--- config.mk ---
export PLATFORM = sky130hd
export DESIGN_NAME = hbc_regs
export DESIGN_NICKNAME = d
export VERILOG_FILES = /design/src/inc/hbc_pkg.sv /design/src/design/hbc_regs.sv
export SDC_FILE = /design/constraint.sdc
export NUM_CORES = 1
export LEC_CHECK = 0
export BUFFER_PORTS_ARGS = -buffer_cell sky130_fd_sc_hd__buf_2
export CAP_MARGIN = 25
export CORE_ASPECT_RATIO = 0.8
export CORE_UTILIZATION = 30
export CTS_CLUSTER_SIZE = 24
export DETAILED_ROUTE_END_ITERATION = 12
export GPL_TIMING_DRIVEN = 1
export MAX_ROUTING_LAYER = met4
export SLEW_MARGIN = 10
export SYNTH_ARGS = -nofsm -noshare
export SYNTH_HDL_FRONTEND = slang
export SYNTH_SLANG_ARGS = --single-unit
--- constraint.sdc ---
create_clock -name mclk_i -period 7.35 [get_ports mclk_i]
set_input_delay 1.1025 -clock mclk_i [delete_from_list [all_inputs] [get_ports mclk_i]]
set_output_delay 1.1025 -clock mclk_i [all_outputs]
set_load 0.01 [all_outputs]
--- src/inc/hbc_pkg.sv ---
// package of register map, field layout and timing constants for the half-bridge config bank
package hbc_pkg;

	// ****************************************
	// register offsets (7-bit serial address)
	// ****************************************
	localparam logic [6:0] ADDR_THRESHOLD = 7'h22; // open_load_threshold_ch1_8
	localparam logic [6:0] ADDR_GENERAL   = 7'h25; // general_control
	localparam logic [6:0] ADDR_ROUTE_A   = 7'h26; // generator_route_ch9_10
	localparam logic [6:0] ADDR_ROUTE_B   = 7'h27; // generator_route_ch11_12
	localparam logic [6:0] ADDR_OFFCUR_A  = 7'h28; // offstate_current_ch1_4
	localparam logic [6:0] ADDR_OFFCUR_B  = 7'h29; // offstate_current_ch5_8
	localparam logic [6:0] ADDR_TRIM      = 7'h2e; // lockable trim bits 7..4

	// ****************************************
	// field layout of general_control, plus the routing and trim field offsets
	// ****************************************
	localparam int GEN_MOD_HI  = 7;
	localparam int GEN_MOD_LO  = 6;
	localparam int GEN_DEV     = 5;
	localparam int GEN_RDCLR   = 4;
	localparam int GEN_UNLOCK  = 3;
	localparam int GEN_ERR     = 2;
	localparam int ROUTE_HI_LO = 3; // upper routing field at 5:3
	localparam int TRIM_LO     = 4; // trim bits sit at 7:4

	// ****************************************
	// reset values
	// ****************************************
	localparam logic [7:0] REG_RST  = 8'h00;
	localparam logic [3:0] TRIM_RST = 4'h1; // dead-time source is feedback only in reset, then taken from one-time memory
	localparam logic [1:0] SS_OFF   = 2'h0;

	// ****************************************
	// serial frame: command byte then data byte
	// ****************************************
	localparam logic [4:0] FRAME_BITS = 5'h10;
	localparam logic [4:0] CMD_LAST   = 5'h07;
	localparam logic [4:0] DATA_FIRST = 5'h08;
	localparam logic [4:0] DATA_LAST  = 5'h0f;

	// ****************************************
	// timing: core clock and spread modulation rates
	// ****************************************
	localparam longint CLK_HZ     = 250_000_000;
	localparam longint SS1_MHZ    = 15_625_000; // 15.625 kHz in millihertz
	localparam longint SS2_MHZ    = 31_250_000; // 31.25 kHz
	localparam longint SS3_MHZ    = 62_500_000; // 62.5 kHz
	localparam longint SS1_CYC    = (CLK_HZ * 1000) / (2 * SS1_MHZ); // half period
	localparam longint SS2_CYC    = (CLK_HZ * 1000) / (2 * SS2_MHZ);
	localparam longint SS3_CYC    = (CLK_HZ * 1000) / (2 * SS3_MHZ);
	localparam int     SS_CNT_W   = 14;

endpackage : hbc_pkg

--- src/design/hbc_regs.sv ---
// serially accessed configuration register bank of the half-bridge driver
`timescale 1ns/100ps

module hbc_regs
	import hbc_pkg::*;
#(
	parameter int unsigned SS_HALF1 = int'(SS1_CYC), // half period, 15.625 kHz
	parameter int unsigned SS_HALF2 = int'(SS2_CYC), // half period, 31.25 kHz
	parameter int unsigned SS_HALF3 = int'(SS3_CYC)  // half period, 62.5 kHz
) (
	input  wire logic        mclk_i,                      // core clock 250 MHz
	input  wire logic        rst_b_i,                     // async reset, active low
	input  wire logic        sclk_i,                      // serial clock pin
	input  wire logic        cs_b_i,                      // serial chip select, active low
	input  wire logic        sdi_i,                       // serial data in
	input  wire logic [3:0]  otp_trim_i,                  // trim defaults from one-time memory
	output logic             sdo_o,                       // serial data out
	output logic             sdo_oe_b_o,                  // sdo enable, low while driving
	output logic [7:0]       open_load_threshold_select_o, // per channel 1..8
	output logic [1:0]       spread_mod_select_o,         // spread modulation rate
	output logic             spread_deviation_select_o,   // 5 or 10 percent
	output logic             spread_phase_o,              // modulation up/down phase
	output logic             diag_clear_o,                // pulse: clear flags at address
	output logic [6:0]       diag_clear_addr_o,           // address being read
	output logic [11:0]      generator_route_select_o,    // ch12..ch9, 3 bits each
	output logic [7:0]       offstate_pullup_enable_o,    // per channel 1..8
	output logic [7:0]       offstate_pulldown_enable_o,  // per channel 1..8
	output logic             overcurrent_level_select_o,  // 1.3A or 1.7A
	output logic             overvoltage_level_select_o,  // overvoltage level
	output logic             discharge_current_select_o,  // discharge current level
	output logic             dead_time_source_select_o,   // fixed or feedback dead time
	output logic             spi_error_o                  // latched serial error
);

	// ****************************************
	// state
	// ****************************************
	typedef struct packed {
		logic [2:0]          sclk_s;   // [0],[1] synchroniser, [2] previous
		logic [2:0]          cs_s;
		logic [1:0]          sdi_s;
		logic [4:0]          bitcnt;
		logic [7:0]          shin;
		logic [7:0]          shout;
		logic [6:0]          addr;
		logic                wr;
		logic [7:0]          thr;
		logic [4:0]          ctl;      // general_control bits 7..3
		logic [5:0]          rt_a;
		logic [5:0]          rt_b;
		logic [7:0]          off_a;
		logic [7:0]          off_b;
		logic [3:0]          trim;
		logic                err;
		logic                otp_done;
		logic                sdo;
		logic                sdo_oe_b;
		logic                clr;
		logic [6:0]          clr_addr;
		logic [SS_CNT_W-1:0] ss_cnt;
		logic                ss_phase;
	} hbc_state_t;

	localparam hbc_state_t ST_RST = '{
		sclk_s: 3'h0, cs_s: 3'h7, sdi_s: 2'h0, bitcnt: 5'h00, shin: REG_RST,
		shout: REG_RST, addr: 7'h00, wr: 1'b0, thr: REG_RST, ctl: 5'h00,
		rt_a: 6'h00, rt_b: 6'h00, off_a: REG_RST, off_b: REG_RST, trim: TRIM_RST,
		err: 1'b0, otp_done: 1'b0, sdo: 1'b0, sdo_oe_b: 1'b1, clr: 1'b0,
		clr_addr: 7'h00, ss_cnt: '0, ss_phase: 1'b0
	};

	hbc_state_t s;
	hbc_state_t next_s;

	// helpers seen by the checks as well as by the next-state logic
	logic                sclk_rise;
	logic                sclk_fall;
	logic                cs_fall;
	logic                cs_rise;
	logic [7:0]          byte_in;
	logic                wr_now;
	logic                rd_gen_now;
	logic                frame_err;
	logic [SS_CNT_W-1:0] ss_lim;

	// ****************************************
	// read data mux; reserved bits read zero
	// ****************************************
	function automatic logic [7:0] read_mux(input hbc_state_t st, input logic [6:0] a);
		logic [7:0] d;
		d = REG_RST;
		unique case (a)
			ADDR_THRESHOLD: d = st.thr;
			ADDR_GENERAL:   d = {st.ctl, st.err, 2'b00};
			ADDR_ROUTE_A:   d = {2'b00, st.rt_a};
			ADDR_ROUTE_B:   d = {2'b00, st.rt_b};
			ADDR_OFFCUR_A:  d = st.off_a;
			ADDR_OFFCUR_B:  d = st.off_b;
			ADDR_TRIM:      d = {st.trim, 4'h0};
			default:        d = REG_RST;
		endcase
		return d;
	endfunction : read_mux

	// ****************************************
	// edge detection on synchronised pins (second stage onward only)
	// ****************************************
	assign sclk_rise  = s.sclk_s[1] & ~s.sclk_s[2];
	assign sclk_fall  = ~s.sclk_s[1] & s.sclk_s[2];
	assign cs_fall    = ~s.cs_s[1] & s.cs_s[2];
	assign cs_rise    = s.cs_s[1] & ~s.cs_s[2];
	assign byte_in    = {s.shin[6:0], s.sdi_s[1]};
	assign wr_now     = ~s.cs_s[1] & sclk_rise & (s.bitcnt == DATA_LAST) & s.wr;
	assign rd_gen_now = ~s.cs_s[1] & sclk_rise & (s.bitcnt == CMD_LAST) & ~byte_in[7]
		& (byte_in[6:0] == ADDR_GENERAL);
	assign frame_err  = cs_rise & (s.bitcnt != FRAME_BITS);

	// spread modulation half period for the selected rate
	always_comb begin
		unique case (s.ctl[GEN_MOD_HI-3:GEN_MOD_LO-3])
			2'h1:    ss_lim = SS_HALF1[SS_CNT_W-1:0];
			2'h2:    ss_lim = SS_HALF2[SS_CNT_W-1:0];
			2'h3:    ss_lim = SS_HALF3[SS_CNT_W-1:0];
			default: ss_lim = SS_HALF1[SS_CNT_W-1:0];
		endcase
	end

	// ****************************************
	// next state
	// ****************************************
	// one process for frame, registers and modulation so no field has two drivers
	always_comb begin
		next_s        = s;
		next_s.sclk_s = {s.sclk_s[1:0], sclk_i};
		next_s.cs_s   = {s.cs_s[1:0], cs_b_i};
		next_s.sdi_s  = {s.sdi_s[0], sdi_i};
		next_s.clr    = 1'b0;

		// trim defaults are taken once after reset release, never from reset itself
		if (!s.otp_done) begin
			next_s.trim     = otp_trim_i;
			next_s.otp_done = 1'b1;
		end

		// serial frame: command byte (rw, addr) then data byte, msb first
		if (cs_fall) begin
			next_s.bitcnt   = 5'h00;
			next_s.sdo      = 1'b0;
			next_s.sdo_oe_b = 1'b0;
		end else if (!s.cs_s[1] && sclk_rise && s.bitcnt <= FRAME_BITS) begin // one past 16 marks a long frame
			next_s.shin   = byte_in;
			next_s.bitcnt = s.bitcnt + 5'h01;
			if (s.bitcnt == CMD_LAST) begin
				next_s.wr    = byte_in[7];
				next_s.addr  = byte_in[6:0];
				next_s.shout = read_mux(s, byte_in[6:0]);
				if (!byte_in[7] && s.ctl[GEN_RDCLR-3]) begin
					next_s.clr      = 1'b1;
					next_s.clr_addr = byte_in[6:0];
				end
			end
			if (rd_gen_now)
				next_s.err = 1'b0;
			if (wr_now) begin
				// reserved bits are dropped, functional fields still stored, trim bits only while unlocked
				unique case (s.addr)
					ADDR_THRESHOLD: next_s.thr   = byte_in;
					ADDR_GENERAL:   next_s.ctl   = byte_in[7:3];
					ADDR_ROUTE_A:   next_s.rt_a  = byte_in[5:0];
					ADDR_ROUTE_B:   next_s.rt_b  = byte_in[5:0];
					ADDR_OFFCUR_A:  next_s.off_a = byte_in;
					ADDR_OFFCUR_B:  next_s.off_b = byte_in;
					ADDR_TRIM: begin
						if (s.ctl[GEN_UNLOCK-3])
							next_s.trim = byte_in[7:TRIM_LO];
					end
					default: ;
				endcase
			end
		end else if (!s.cs_s[1] && sclk_fall && s.bitcnt >= DATA_FIRST && s.bitcnt < FRAME_BITS) begin
			next_s.sdo   = s.shout[7];
			next_s.shout = {s.shout[6:0], 1'b0};
		end

		// a short or long frame is an error; the set wins over a read clear
		if (cs_rise)
			next_s.sdo_oe_b = 1'b1;
		if (frame_err)
			next_s.err = 1'b1;

		// triangular modulation phase, counter held at zero when spreading is off
		if (s.ctl[GEN_MOD_HI-3:GEN_MOD_LO-3] == SS_OFF) begin
			next_s.ss_cnt   = '0;
			next_s.ss_phase = 1'b0;
		end else if (s.ss_cnt >= ss_lim - 1'b1) begin
			next_s.ss_cnt   = '0;
			next_s.ss_phase = ~s.ss_phase;
		end else begin
			next_s.ss_cnt = s.ss_cnt + 1'b1;
		end
	end

	// ****************************************
	// state register
	// ****************************************
	always_ff @(posedge mclk_i or negedge rst_b_i) begin
		if (!rst_b_i)
			s <= ST_RST;
		else
			s <= next_s;
	end

	// ****************************************
	// outputs, all taken straight from state flops
	// ****************************************
	assign sdo_o                        = s.sdo;
	assign sdo_oe_b_o                   = s.sdo_oe_b;
	assign open_load_threshold_select_o = s.thr;
	assign spread_mod_select_o          = s.ctl[GEN_MOD_HI-3:GEN_MOD_LO-3];
	assign spread_deviation_select_o    = s.ctl[GEN_DEV-3];
	assign spread_phase_o               = s.ss_phase;
	assign diag_clear_o                 = s.clr;
	assign diag_clear_addr_o            = s.clr_addr;
	assign generator_route_select_o     = {s.rt_b, s.rt_a};
	assign overcurrent_level_select_o   = s.trim[3];
	assign overvoltage_level_select_o   = s.trim[2];
	assign discharge_current_select_o   = s.trim[1];
	assign dead_time_source_select_o    = s.trim[0];
	assign spi_error_o                  = s.err;

	// pull-up at odd bit, pull-down at even bit, four channels per register
	for (genvar i = 0; i < 4; i++) begin : g_pull
		assign offstate_pullup_enable_o[i]     = s.off_a[2*i+1];
		assign offstate_pulldown_enable_o[i]   = s.off_a[2*i];
		assign offstate_pullup_enable_o[i+4]   = s.off_b[2*i+1];
		assign offstate_pulldown_enable_o[i+4] = s.off_b[2*i];
	end
endmodule : hbc_regs

==> results.rst <==
.. list-table::
   :header-rows: 1

   * - Metric
     - Value
   * - Status
     - finished, final reports clean
   * - Largest net degree at the start of global routing
     - 86
   * - Worst Hold Class
     - reg2reg
   * - Synthesized area per cell
     - 11.43 sq um
   * - Number of antenna cells inserted
     - 0
   * - Asr flop ratio synth
     - 100.0%
   * - Fraction of power spent switching nets
     - 29.16%
   * - Yosys Warn Count
     - 0
   * - Buffers inserted by post-CTS timing repair
     - 0
   * - Final std cells w/o fill
     - slightly above 700
   * - DP Cell Count
     - 699
   * - Gr usage total
     - 14.76%
   * - Category of the critical setup timing path
     - reg2reg
   * - Quantity of gates resized following cts
     - 0
   * - Post-synth EDFFs
     - 0
   * - Vertical die dimension
     - 121.8 um
   * - Design area
     - 5904 sq um
   * - End of the worst register-to-register path
     - offstate_pullup_enable_o[5]$_DFFE_PN0P_
   * - Max-slew headroom at the worst pin
     - approximately 34%
   * - Total placed instance area
     - about 5600 sq um
   * - Global-route wire length before repair
     - 20150 um
   * - Finish-stage setup viols
     - 0
   * - Average wire per cell in the routed design
     - 17.51 um
   * - Worst setup SP type
     - flop
   * - Slew at the pin closest to its max-slew limit
     - 0.9875 ns
   * - Ratio of cells with drive above 1 in the final layout
     - 32.99%
   * - Power share of the clock group
     - 35.9%
   * - Share of the cycle needed by the critical path after routing
     - 37.18%
   * - Number of buffers inserted by port buffering
     - 63
   * - Count of max-cap constraint violations
     - 0
   * - Clock Pin Slew Worst Setup and Hold Paths
     - 0.07 ns
   * - Fraction of the yosys area taken by sequential cells
     - between 50% and 60%
   * - Share of the core filled with cells in the final layout
     - 33.87%
   * - Unique masters post-synth
     - between 60 and 70
   * - Final hold slack
     - 0.3521 ns
   * - CP max-delay cell
     - nor4_4
   * - Source of the worst register-to-register timing path
     - next_s[105]$_DFF_PN1_
   * - Leak Pwr
     - 2.831 nW
   * - Critical Path Start
     - next_s[105]$_DFF_PN1_
   * - Skew-Pair Late Insertion Delay
     - 0.35 ns
   * - Power share of the sequential group
     - between 50% and 60%
   * - Final number of hold-violating endpoints
     - 0
   * - Period minus WS final
     - 2.733 ns
   * - Total power consumption of the routed design
     - 1.284 mW
   * - Setup repair after global routing missed its margin
     - no
   * - Worst Reg2Reg Path Length in Cells
     - 6
   * - Area of the die
     - 18490 sq um
   * - Combinational group share of total power
     - under 10%
   * - Weighted congestion reported at the end of routability-driven placement
     - between 0.8 and 0.9
   * - Starting density of the core
     - 30.89%
   * - Worst hold start
     - next_s[107]$_DFF_PN0_
   * - Post-detailed-route count of antenna-violating nets
     - 0
   * - Final routed wirelength across all metal layers
     - 12540 um
   * - Fin nets
     - 507
   * - Smallest setup slack after layout
     - ~4.6 ns
   * - Crit path buf inv count
     - 1
   * - Flip-flop cell with the highest count after synthesis
     - dfrtp_1
   * - Switching power
     - between 0.3 and 0.4 mW
   * - Max-slew violation total from the final report
     - 0
   * - CTS Hold Buffers Added
     - 0
   * - Total internal power
     - ~0.91 mW
   * - Half-perimeter wire length of the detailed placement result
     - 9069 um
   * - Crit path DAT
     - 2.97 ns
   * - Flop and latch count out of synthesis
     - 108
   * - Summed instance area of the synthesized netlist
     - 5385 sq um
   * - Antenna violations before repair
     - 0
   * - Starting DRT DRC Count
     - roughly 300
   * - Core outline area
     - 17430 sq um
   * - Syn-to-layout area delta
     - 9.642%
   * - Synthesized netlist net count
     - 492
   * - TritonCTS clock tree
     - built
   * - CTS sink cnt
     - about 110
   * - Peak supply drop
     - 110.1 uV
   * - Max Clock Freq
     - 0.3659 GHz
   * - Maximum number of buffers from clock root to sink
     - 2
   * - Required time at the worst-slack endpoint
     - 7.58 ns
   * - Number of remaining DRC errors
     - 0
   * - Crit-path cells
     - inv_1 -> ha_1 -> nor4b_2 -> nand2_1 -> nor4_4 -> mux2_2
   * - DR pass1 iterations
     - 5
   * - Number of clock buffers inserted by TritonCTS
     - 9
   * - Die Wd
     - 151.8 um
   * - Cell depth of the worst hold path
     - 0
   * - Max incr delay on CP
     - approximately 0.62 ns
   * - Worst Hold End
     - next_s[108]$_DFF_PN0_
   * - Top-Level Pins
     - 64
   * - Accumulated negative setup slack
     - 0 ns
   * - Worst-path fanout max
     - 12
   * - Setup clock skew after layout
     - 0.008696 ns
   * - Sum of overflow across all layers after global routing
     - 0
   * - Worst setup slack after placement
     - 4.581 ns
   * - Cell at the root of the clock tree
     - clkbuf_16
   * - Cell count after synthesis
     - 471
   * - Via-to-Cell Ratio
     - 4.992
   * - H-tree level count
     - 3
   * - Areal power density over the cells
     - between 200 and 250 nW/um^2
   * - Vias
     - 3574
   * - Minimum setup slack among reg-to-reg paths
     - approximately 4.6 ns
   * - Row cnt
     - 43
   * - Kind of cell adding the most delay to the critical path
     - simple AND/OR/NAND/NOR gates
   * - Number of global-route vias before repair
     - 3584
   * - Setup crit end kind
     - flop
[placed cells by master, fill, tap and decap left out, types with 3 or more instances in the layout]
cell,instances
mux2i_1,9
nand2b_1,3
a21oi_1,13
buf_4,3
clkbuf_16,9
xor2_1,6
nor2b_1,4
nand2_1,43
ha_1,12
o22ai_1,5
nand4b_1,3
a31oi_1,3
buf_2,62
nor2_1,40
nand3_1,6
nand4_1,6
dfstp_2,5
or3b_2,3
mux2_2,62
a22o_1,5
and3_1,3
dfrtp_1,103
nor3_1,6
a32o_1,3
o21ai_0,4
inv_1,9
xnor2_1,8
[per-layer routing]
metal,global-route usage (%),up-vias,wire (um)
met5,-,-,0
met4,2.723,0,114
met1,20.90,1821,5939
li1,-,1647,-
met3,4.270,9,869
met2,20.88,97,5614
[layout make-up]
class,count,area (sq um)
fill,1765,11530
sequential,108,2709
multi-input combinational,291,2236
timing repair buffer,66,360.3
tap,225,281.5
clock buffer,11,242.7
clock inverter,5,37.54
inverter,10,37.54
[state kept, by name, summed over array words and instances, names as in the netlist]
| name | cells |
|---|---|
| byte_in | 8 |
| dead_time_source_select_o | 1 |
| diag_clear_addr_o | 7 |
| diag_clear_o | 1 |
| discharge_current_select_o | 1 |
| generator_route_select_o | 12 |
| next_s | 5 |
| offstate_pulldown_enable_o | 8 |
| offstate_pullup_enable_o | 8 |
| open_load_threshold_select_o | 8 |
| overcurrent_level_select_o | 1 |
| overvoltage_level_select_o | 1 |
| s | 40 |
| sdo_o | 1 |
| sdo_oe_b_o | 1 |
| spi_error_o | 1 |
| spread_deviation_select_o | 1 |
| spread_mod_select_o | 2 |
| spread_phase_o | 1 |
[synth_stat cells, types with 4 or more instances]
library cell / n / share of area, %
a21oi_1: 13 / 1.2
a22o_1: 5 / 0.81
buf_4: 45 / 6.3
clkbuf_1: 15 / 1.0
dfrtp_1: 103 / 48
dfstp_2: 5 / 2.4
ha_1: 12 / 2.8
inv_1: 9 / 0.63
mux2_2: 62 / 13
mux2i_1: 9 / 1.7
nand2_1: 43 / 3.0
nand3_1: 6 / 0.56
nand4_1: 6 / 0.70
nor2_1: 40 / 2.8
nor2b_1: 4 / 0.46
nor3_1: 6 / 0.56
o21ai_0: 4 / 0.37
o22ai_1: 5 / 0.58
xnor2_1: 8 / 1.3
xor2_1: 6 / 0.98
[cell families (layout without fill, tap and decap cells)]
kind of cell	Yosys count	after routing	synth area share, %
XOR/XNOR	14	14	2.277
adder cells (fa/ha/maj)	12	12	2.788
buffers and inverters	72	92	8.178
AO/OA/AOI/OAI	53	53	7.017
flip-flops	108	108	50.30
multiplexers	73	73	15.06
AND/OR/NAND/NOR	138	138	14.31
other	1	1	0.06964
[power groups by stage]
stage	Sequential [mW]	Clock [mW]	Combinational (mW)
2_1_floorplan	0.645	0	0.120
3_3_place_gp	0.716	0	0.111
3_5_place_dp	0.719	0	0.114
4_1_cts	0.706	0.471	0.114
5_1_grt	0.716	0.498	0.129
6_report	0.706	0.461	0.116
[worst max path at each step]
| stage | depth (start not counted) | endpoint |
|---|---|---|
| CTS | 6 | offstate_pulldown_enable_o[6]$_DFFE_PN0P_ |
| detailed placement | 6 | offstate_pullup_enable_o[5]$_DFFE_PN0P_ |
| global placement | 6 | offstate_pulldown_enable_o[6]$_DFFE_PN0P_ |
| floorplan | 8 | generator_route_select_o[0]$_DFFE_PN0P_ |
| finish | 6 | offstate_pullup_enable_o[5]$_DFFE_PN0P_ |
| global route | 6 | offstate_pullup_enable_o[6]$_DFFE_PN0P_ |
[worst register-to-register path, delay by kind of cell (launching register included)]
kind / cells / cell delay (ns)
adders and majority gates: 1 / 0.33
DFF: 1 / 0.59
and+or+nand+nor: 3 / 1.23
muxes: 1 / 0.41
buffers and inverters: 1 / 0.06
Note: power is estimated with default switching activity, not from simulation.
